<file path="src/ifd_consts.vh">
/*
 Field positions, format codes and half word counts for the instruction
 format decoder. Assumes instructions arrive left-justified in a
 48-bit word, instruction bit 0 being word bit 47.
*/
`ifndef IFD_CONSTS_VH
`define IFD_CONSTS_VH

// Field positions in the 48-bit left-justified word
`define IFD_OP_HI 47
`define IFD_OP_LO 40
`define IFD_R1_HI 39
`define IFD_R1_LO 36
`define IFD_R2_HI 35
`define IFD_R2_LO 32
`define IFD_B_HI 31
`define IFD_B_LO 28
`define IFD_D_HI 27
`define IFD_D_LO 16
`define IFD_SSB2_HI 15
`define IFD_SSB2_LO 12
`define IFD_SSD2_HI 11
`define IFD_SSD2_LO 0

// Op code class bits and the index into class masks
`define IFD_CLASS_HI 7
`define IFD_CLASS_LO 6
`define IFD_SUB_HI 5
`define IFD_SUB_LO 0
`define IFD_CLASS_RR 2'h0
`define IFD_CLASS_RX 2'h1
`define IFD_CLASS_RS_SI 2'h2

// Format codes
`define IFD_FMT_RR 3'h0
`define IFD_FMT_RX 3'h1
`define IFD_FMT_RS 3'h2
`define IFD_FMT_SI 3'h3
`define IFD_FMT_SS 3'h4

// Half word counts per format
`define IFD_HW_ONE 2'h1
`define IFD_HW_TWO 2'h2
`define IFD_HW_THREE 2'h3

// Relocation offset position in the relocation register
`define IFD_RELOC_HI 11
`define IFD_RELOC_LO 0

// Register number meaning a zero base or index
`define IFD_REG_ZERO 4'h0

`endif

</file>
<file path="src/ifd_addr_adder.v">
/*
 Operand address adder: displacement plus base, index and relocation.
 Assumes operand values arrive stable within one cycle; purely
 combinational, the caller registers the sum.
*/
`timescale 1ns/1ps
`include "ifd_consts.vh"

module ifd_addr_adder #(
  parameter AW = 24
) (
  input wire [11:0] disp_in,
  input wire [31:0] base_data_in,
  input wire [31:0] index_data_in,
  input wire base_zero_in,
  input wire index_zero_in,
  input wire [11:0] reloc_in,
  input wire reloc_en_in,
  output wire [AW-1:0] sum_out
);

  wire [AW-1:0] base_val;
  wire [AW-1:0] index_val;
  wire [AW-1:0] reloc_val;
  wire [AW-1:0] disp_val;

  assign base_val = base_zero_in ? {AW{1'b0}} : base_data_in[AW-1:0];
  assign index_val = index_zero_in ? {AW{1'b0}} : index_data_in[AW-1:0];
  assign reloc_val = reloc_en_in ? {{(AW-12){1'b0}}, reloc_in}
                                 : {AW{1'b0}};
  assign disp_val = {{(AW-12){1'b0}}, disp_in};
  assign sum_out = disp_val + base_val + index_val + reloc_val;

endmodule // ifd_addr_adder

</file>
<file path="src/ifd_decoder.v">
/*
 Instruction format decoder: splits fields, checks privilege, sizes
 the instruction, forms operand addresses and walks variable-length
 operands byte by byte. Assumes the register file answers base and
 index contents combinationally during the cycle dec_valid_out is high,
 and that fetch holds further instructions while busy_out is high.
*/
`timescale 1ns/1ps
`include "ifd_consts.vh"

//////////////////////////////////////////////////////////////////////
module ifd_decoder #(
  parameter AW = 24,
  parameter [255:0] PRIV_OPS = 256'h0,
  parameter [63:0] SI_OPS = 64'h0,
  parameter [63:0] IMM_RR_OPS = 64'h0,
  parameter [63:0] FPR_OPS = 64'h0,
  parameter [7:0] BCR_OP = 8'h07,
  parameter [7:0] LA_OP = 8'h41
) (
  input wire ref_clk_in,
  input wire rst_in,
  input wire instr_valid_in,
  input wire [47:0] instr_in,
  input wire [AW-1:0] instr_addr_in,
  input wire supervisor_in,
  input wire [19:0] reloc_reg_in,
  input wire reloc_en_in,
  input wire [31:0] base_data_in,
  input wire [31:0] index_data_in,
  output reg busy_out,
  output reg dec_valid_out,
  output reg [7:0] opcode_out,
  output reg [2:0] format_out,
  output reg [1:0] halfwords_out,
  output reg [AW-1:0] next_fetch_addr_out,
  output reg fetch_align_err_out,
  output reg priv_exc_out,
  output reg [3:0] first_operand_reg_out,
  output reg [3:0] second_operand_reg_out,
  output reg fpr_sel_out,
  output reg [3:0] branch_mask_field_out,
  output reg mask_valid_out,
  output reg [7:0] immediate_byte_field_out,
  output reg imm_valid_out,
  output reg [3:0] index_reg_field_out,
  output reg [3:0] base_reg_field_out,
  output reg [11:0] displacement_field_out,
  output reg [3:0] result_reg_out,
  output reg result_valid_out,
  output reg addr_valid_out,
  output reg [AW-1:0] addr_out,
  output reg mem_access_out,
  output reg la_write_out,
  output reg [3:0] la_reg_out,
  output reg [31:0] la_data_out,
  output reg byte_valid_out,
  output reg [AW-1:0] byte_addr_out,
  output reg byte_last_out,
  output reg [8:0] oper_len_out
);

  localparam ST_IDLE = 2'h0;
  localparam ST_ADDR = 2'h1;
  localparam ST_WALK = 2'h2;

  //////////////////////////////////////////////////////////////////////
  // Decode functions

  function [2:0] ifd_fmt;
    input [7:0] op;
    begin
      case (op[`IFD_CLASS_HI:`IFD_CLASS_LO])
        `IFD_CLASS_RR: ifd_fmt = `IFD_FMT_RR;
        `IFD_CLASS_RX: ifd_fmt = `IFD_FMT_RX;
        `IFD_CLASS_RS_SI:
          ifd_fmt = SI_OPS[op[`IFD_SUB_HI:`IFD_SUB_LO]] ? `IFD_FMT_SI
                                                      : `IFD_FMT_RS;
        default: ifd_fmt = `IFD_FMT_SS;
      endcase
    end
  endfunction

  function [1:0] ifd_hw;
    input [2:0] fmt;
    begin
      case (fmt)
        `IFD_FMT_RR: ifd_hw = `IFD_HW_ONE;
        `IFD_FMT_SS: ifd_hw = `IFD_HW_THREE;
        default: ifd_hw = `IFD_HW_TWO;
      endcase
    end
  endfunction

  //////////////////////////////////////////////////////////////////////
  // Field split

  wire [7:0] op_w;
  wire [2:0] fmt_w;
  wire [1:0] hw_w;
  wire accept_w;
  wire priv_ok_w;
  wire [AW-1:0] sum_w;
  wire [AW-1:0] fetch_base_w;
  wire is_rr_w;

  assign op_w = instr_in[`IFD_OP_HI:`IFD_OP_LO];
  assign fmt_w = ifd_fmt(op_w);
  assign hw_w = ifd_hw(fmt_w);
  assign is_rr_w = (fmt_w == `IFD_FMT_RR);
  // Requests during a byte walk are ignored, not queued
  assign accept_w = instr_valid_in & ~busy_out;
  assign priv_ok_w = supervisor_in | ~PRIV_OPS[op_w];
  assign fetch_base_w = {instr_addr_in[AW-1:1], 1'b0};

  //////////////////////////////////////////////////////////////////////
  // Address adder

  reg [11:0] add_disp_reg;
  reg add_index_zero_reg;
  reg add_base_zero_reg;
  reg add_ss_reg;
  reg add_la_reg;
  reg add_mem_reg;
  reg [7:0] add_len_reg;
  reg [1:0] state_reg;
  reg [1:0] state_next;

  ifd_addr_adder #(
    .AW(AW)
  ) u_adder (
    .disp_in(add_disp_reg),
    .base_data_in(base_data_in),
    .index_data_in(index_data_in),
    .base_zero_in(add_base_zero_reg),
    .index_zero_in(add_index_zero_reg),
    .reloc_in(reloc_reg_in[`IFD_RELOC_HI:`IFD_RELOC_LO]),
    .reloc_en_in(reloc_en_in),
    .sum_out(sum_w)
  );

  //////////////////////////////////////////////////////////////////////
  // Sequencer states

  reg [7:0] walk_cnt_reg;

  always @*
  begin
    state_next = state_reg;
    case (state_reg)
      ST_IDLE:
        if (accept_w && priv_ok_w && !is_rr_w)
          state_next = ST_ADDR;
      ST_ADDR:
        state_next = add_ss_reg ? ST_WALK : ST_IDLE;
      ST_WALK:
        if (walk_cnt_reg == 8'h00)
          state_next = ST_IDLE;
      default:
        state_next = ST_IDLE;
    endcase
  end

  //////////////////////////////////////////////////////////////////////
  // Decode stage

  always @(posedge ref_clk_in)
  begin
    if (rst_in)
    begin
      state_reg <= ST_IDLE;
      busy_out <= 1'b0;
      dec_valid_out <= 1'b0;
      opcode_out <= 8'h00;
      format_out <= `IFD_FMT_RR;
      halfwords_out <= 2'h0;
      next_fetch_addr_out <= {AW{1'b0}};
      fetch_align_err_out <= 1'b0;
      priv_exc_out <= 1'b0;
      first_operand_reg_out <= 4'h0;
      second_operand_reg_out <= 4'h0;
      fpr_sel_out <= 1'b0;
      branch_mask_field_out <= 4'h0;
      mask_valid_out <= 1'b0;
      immediate_byte_field_out <= 8'h00;
      imm_valid_out <= 1'b0;
      index_reg_field_out <= 4'h0;
      base_reg_field_out <= 4'h0;
      displacement_field_out <= 12'h000;
      result_reg_out <= 4'h0;
      result_valid_out <= 1'b0;
      add_disp_reg <= 12'h000;
      add_index_zero_reg <= 1'b1;
      add_base_zero_reg <= 1'b1;
      add_ss_reg <= 1'b0;
      add_la_reg <= 1'b0;
      add_mem_reg <= 1'b0;
      add_len_reg <= 8'h00;
    end
    else
    begin
      state_reg <= state_next;
      busy_out <= (state_next != ST_IDLE);
      dec_valid_out <= accept_w & priv_ok_w;
      priv_exc_out <= accept_w & ~priv_ok_w;
      mask_valid_out <= 1'b0;
      imm_valid_out <= 1'b0;
      result_valid_out <= 1'b0;
      if (accept_w)
      begin
        opcode_out <= op_w;
        format_out <= fmt_w;
        halfwords_out <= hw_w;
        fetch_align_err_out <= instr_addr_in[0];
        next_fetch_addr_out <= fetch_base_w + {{(AW-3){1'b0}}, hw_w, 1'b0};
        first_operand_reg_out <= instr_in[`IFD_R1_HI:`IFD_R1_LO];
        second_operand_reg_out <= instr_in[`IFD_R2_HI:`IFD_R2_LO];
        index_reg_field_out <= instr_in[`IFD_R2_HI:`IFD_R2_LO];
        base_reg_field_out <= instr_in[`IFD_B_HI:`IFD_B_LO];
        displacement_field_out <= instr_in[`IFD_D_HI:`IFD_D_LO];
        branch_mask_field_out <= instr_in[`IFD_R1_HI:`IFD_R1_LO];
        immediate_byte_field_out <= instr_in[`IFD_R1_HI:`IFD_R2_LO];
        fpr_sel_out <= (fmt_w == `IFD_FMT_RR || fmt_w == `IFD_FMT_RX) &&
                       FPR_OPS[op_w[`IFD_SUB_HI:`IFD_SUB_LO]];
        // branch mask only for this op
        mask_valid_out <= priv_ok_w && is_rr_w && (op_w == BCR_OP);
        imm_valid_out <= priv_ok_w && is_rr_w &&
                         IMM_RR_OPS[op_w[`IFD_SUB_HI:`IFD_SUB_LO]];
        result_reg_out <= instr_in[`IFD_R1_HI:`IFD_R1_LO];
        result_valid_out <= priv_ok_w && (fmt_w == `IFD_FMT_RX);
        add_disp_reg <= instr_in[`IFD_D_HI:`IFD_D_LO];
        add_base_zero_reg <=
          (instr_in[`IFD_B_HI:`IFD_B_LO] == `IFD_REG_ZERO);
        // Only the indexed format carries an index term
        add_index_zero_reg <= (fmt_w != `IFD_FMT_RX) ||
          (instr_in[`IFD_R2_HI:`IFD_R2_LO] == `IFD_REG_ZERO);
        add_ss_reg <= (fmt_w == `IFD_FMT_SS);
        add_la_reg <= (op_w == LA_OP);
        add_mem_reg <= (op_w != LA_OP);
        add_len_reg <= instr_in[`IFD_R1_HI:`IFD_R2_LO];
      end
    end
  end

  //////////////////////////////////////////////////////////////////////
  // Address stage

  always @(posedge ref_clk_in)
  begin
    if (rst_in)
    begin
      addr_valid_out <= 1'b0;
      addr_out <= {AW{1'b0}};
      mem_access_out <= 1'b0;
      la_write_out <= 1'b0;
      la_reg_out <= 4'h0;
      la_data_out <= 32'h00000000;
      oper_len_out <= 9'h000;
    end
    else
    begin
      addr_valid_out <= (state_reg == ST_ADDR);
      mem_access_out <= (state_reg == ST_ADDR) & add_mem_reg;
      la_write_out <= (state_reg == ST_ADDR) & add_la_reg;
      if (state_reg == ST_ADDR)
      begin
        addr_out <= sum_w;
        la_reg_out <= first_operand_reg_out;
        la_data_out <= {{(32-AW){1'b0}}, sum_w};
        // length byte plus one, up to 256
        oper_len_out <= {1'b0, add_len_reg} + 9'h001;
      end
    end
  end

  //////////////////////////////////////////////////////////////////////
  // Variable-length byte walk

  // No alignment check: operands may start on any byte
  always @(posedge ref_clk_in)
  begin
    if (rst_in)
    begin
      walk_cnt_reg <= 8'h00;
      byte_valid_out <= 1'b0;
      byte_addr_out <= {AW{1'b0}};
      byte_last_out <= 1'b0;
    end
    else
    begin
      byte_valid_out <= (state_reg == ST_WALK);
      byte_last_out <= (state_reg == ST_WALK) && (walk_cnt_reg == 8'h00);
      if (state_reg == ST_ADDR)
      begin
        walk_cnt_reg <= add_len_reg;
        byte_addr_out <= sum_w;
      end
      else if (state_reg == ST_WALK)
      begin
        walk_cnt_reg <= walk_cnt_reg - 8'h01;
        if (byte_valid_out)
          byte_addr_out <= byte_addr_out + {{(AW-1){1'b0}}, 1'b1};
      end
    end
  end

endmodule // ifd_decoder

</file>
<file path="config.mk">
export PLATFORM = sky130hd
export DESIGN_NAME = ifd_decoder
export DESIGN_NICKNAME = d
export VERILOG_FILES = /design/src/ifd_addr_adder.v /design/src/ifd_decoder.v
export VERILOG_INCLUDE_DIRS = /design/src
export SDC_FILE = /design/constraint.sdc
export NUM_CORES = 1
export LEC_CHECK = 0
export BUFFER_PORTS_ARGS = -buffer_cell sky130_fd_sc_hd__buf_2
export CORE_MARGIN = 3
export CORE_UTILIZATION = 55
export CTS_BUF_LIST = sky130_fd_sc_hd__clkbuf_4 sky130_fd_sc_hd__clkbuf_8
export CTS_CLUSTER_SIZE = 16
export DETAILED_ROUTE_END_ITERATION = 6
export GPL_TIMING_DRIVEN = 0
export PLACE_DENSITY = 0.88
export REMOVE_ABC_BUFFERS = 1
export SYNTH_ARGS = -nofsm -noshare
export SYNTH_HDL_FRONTEND = slang
export SYNTH_SLANG_ARGS = --single-unit
</file>
<file path="constraint.sdc">
create_clock -name ref_clk_in -period 11.25 [get_ports ref_clk_in]
set_input_delay 0.5625 -clock ref_clk_in [delete_from_list [all_inputs] [get_ports ref_clk_in]]
set_output_delay 0.5625 -clock ref_clk_in [all_outputs]
set_load 0.01 [all_outputs]
</file>
==> impl_metrics.yaml <==
sta:
  rsz0062_at_grt: "no"
  period_share: 0.418
  skew_ns: 0.0139
  drv_slew: 0
  hold_viol: 0
  timing.final.crit_period_ns: 4.70
  fmax_mhz: 213
  setup_tns_ns: 0
  slew_headroom: 0.267
  worst_slew_pin_slew_ns: 1.10
  setup_viol: 0
worst_setup_path:
  critPathRequiredTime_ns: 11.63
  crit_chain: "nand2b_1 -> fa_1 -> fa_1 -> inv_1 -> ha_1 -> a2111oi_2 -> o21ai_2 -> a2111oi_4 -> nor2_1 -> xnor2_1 -> a222oi_1 -> nor2_1"
  slowest_delay_ns: 1.05
  crit_family: "adder cells"
  crit_type: "reg -> reg"
  cp.arrival_ns: 5.08
  critPathLaunchType: "flip-flop"
  end_kind: "flip-flop"
  worst-path-buf-inv: 1
  cp_slowest_cell: "dfxtp_1"
  cp_max_fo: 25
finish:
  layout-drive-gt1-share: 0.256
  syn2layout_area_growth_pct: 18.5
  final_cell_mix: "buf_2, nand2_1, dfxtp_1, nor2_1, a21oi_1"
  final_common_cell: "buf_2"
  instances_no_fill: 1589
  final_nets: 1608
  antenna_cells: 0
  largestRegisters: "byte_addr_out: 24 flops, la_data_out: 24 flops, next_fetch_addr_out: 23 flops"
placed_design:
  numPortBuffers: 294
  gp_congestion: 0.878
  hpwl_um: 18900
  dp_cells: 1559
pwr:
  p_per_area_nw_per_um2: 133
  p_sw_uw: 482
  clockPowerShare: 0.315
  p_int_uw: 986
  leakage_uw: 0.00532
  switching_share: 0.328
  combPwrFrac: 0.276
  peakVddDrop_uv: 131
  power_frac_seq: 0.409
die:
  ioPinCount: 348
  chipHeight_um: 136
  die_area_um2: 18600
  start_util: 0.575
  coreArea_um2: 16200
  die_w_um: 136
  num_rows: 46
detailed_routing:
  routed_wl_um: 25200
  via_per_inst: 5.54
  drtIter0Drc: 512
  num_vias: 8797
  ant_nets: 0
  dr.pass1.iters: 5
  drc: 0
  wl_per_cell_um: 15.9
synth:
  yosysWarnings: 0
  synth_cells: 1148
  ys_seq_elements: 145
  ys_top_cells_by_area: "dfxtp_1, ha_1, nand2_1"
  synth_top_area_frac: 0.311
  synth_edf_count: 0
  synth_area_um2: 9330
  yosysSeqAreaShare: 0.311
  async_reset_ff_frac: 0
  yosysTopAreaCell: "dfxtp_1"
  avgSynthCellArea_um2: 8.13
  ys.flop_type: "dfxtp_1"
  ys_types: 68
clock_network:
  clockRootBuffer: "clkbuf_8"
  cts_max_level: 4
  clockBufferDepth: 2
  ctsHoldBuffers: 0
  cts_num_sinks: 145
  cts_tree: "built"
  post_cts_buffers: 0
  clk_latency_ns: 0.45
  clkTransAtPathRegs_ns: 0.09
  post_cts_resized: 0
  cts_buffers: 17
flow_run:
  max_cap_viol_count: 0
global_route:
  grt_usage: 0.269
  overflow: 0
  grt_antenna_before_repair: 1
  grt_pass1_wl_um: 40200
  grt_max_degree: 90
  grt_pass1_vias: 8134
min_path:
  hp-class: "in -> reg"
status:
  status: "complete, no violations"
==> worst register-to-register path: cells and delay by family (launching register included) <==
family / cells / cell delay (ns)
buf+inv: 1 / 0.04
flops: 1 / 1.05
fa+ha+maj: 3 / 1.35
xor+xnor: 1 / 0.46
simple gates: 3 / 0.48
compound gates: 4 / 1.25
==> Yosys cell counts, drive strengths merged, types with 20 or more instances <==
library cell / n
mux2i: 32
nand3: 39
dfxtp: 145
nand2: 152
fa: 25
a211oi: 33
ha: 60
clkbuf: 43
nor2: 119
nand2b: 29
xor2: 23
inv: 56
o21ai: 28
buf: 73
nor3: 20
nor2b: 31
a21oi: 83
==> layout make-up <==
class                      count  area (µm²)
sequential                   145        2900
multi-input combinational    842        5640
clock buffer                  21         289
tap                          216         270
clock inverter                 9         155
inverter                      56         210
timing repair buffer         300        1590
fill                        1347        5170
==> routing by layer <==
layer	wire length, µm	track usage	vias up
li1	-	-	4309
met1	10300	0.333	4084
met2	12300	0.462	365
met3	2090	0.0688	37
met4	501	0.0817	2
met5	13	0	-
==> power groups by stage <==
| stage | Clock (µW) | Combinational (µW) | Sequential (µW) |
|---|---|---|---|
| 4_1_cts | 471 | 407 | 599 |
| 6_report | 463 | 405 | 600 |
| 3_3_place_gp | 0 | 392 | 608 |
| 2_1_floorplan | 0 | 234 | 625 |
| 3_5_place_dp | 0 | 405 | 611 |
| 5_1_grt | 494 | 453 | 607 |
==> worst paths after layout <==
kind	start	end	slack, ns	depth (start not counted)
worst max-delay path	add_index_zero_reg	byte_addr_out[12]	6.55	12
worst min-delay path	instr_in[24]	add_disp_reg[8]	0.34	3
worst max register to register	add_index_zero_reg	byte_addr_out[12]	6.55	12
worst min register to register	opcode_out[0]	opcode_out[0]	0.46	2
==> stage by stage <==
stage | area, µm² | utilization | hold WS, ns | setup WS, ns | power (µW)
6_report | 11100 | 0.681 | 0.340 | 6.55 | 1470
5_1_grt | 11100 | 0.681 | 0.322 | 6.19 | 1550
4_1_cts | 11100 | 0.681 | 0.306 | 6.57 | 1480
3_5_place_dp | 10600 | 0.654 | 0.444 | 6.60 | 1020
3_3_place_gp | 10500 | 0.645 | 0.437 | 4.54 | 1000
2_1_floorplan | 8720 | - | 0.422 | 6.77 | 859
==> cell families after synthesis <==
logic type,synth area share
other cells,0.000402
buf+inv,0.0921
simple gates,0.222
xor+xnor,0.0394
compound gates,0.164
mux,0.0367
flops,0.311
fa+ha+maj,0.134
Note: power is estimated with default switching activity, not from simulation.
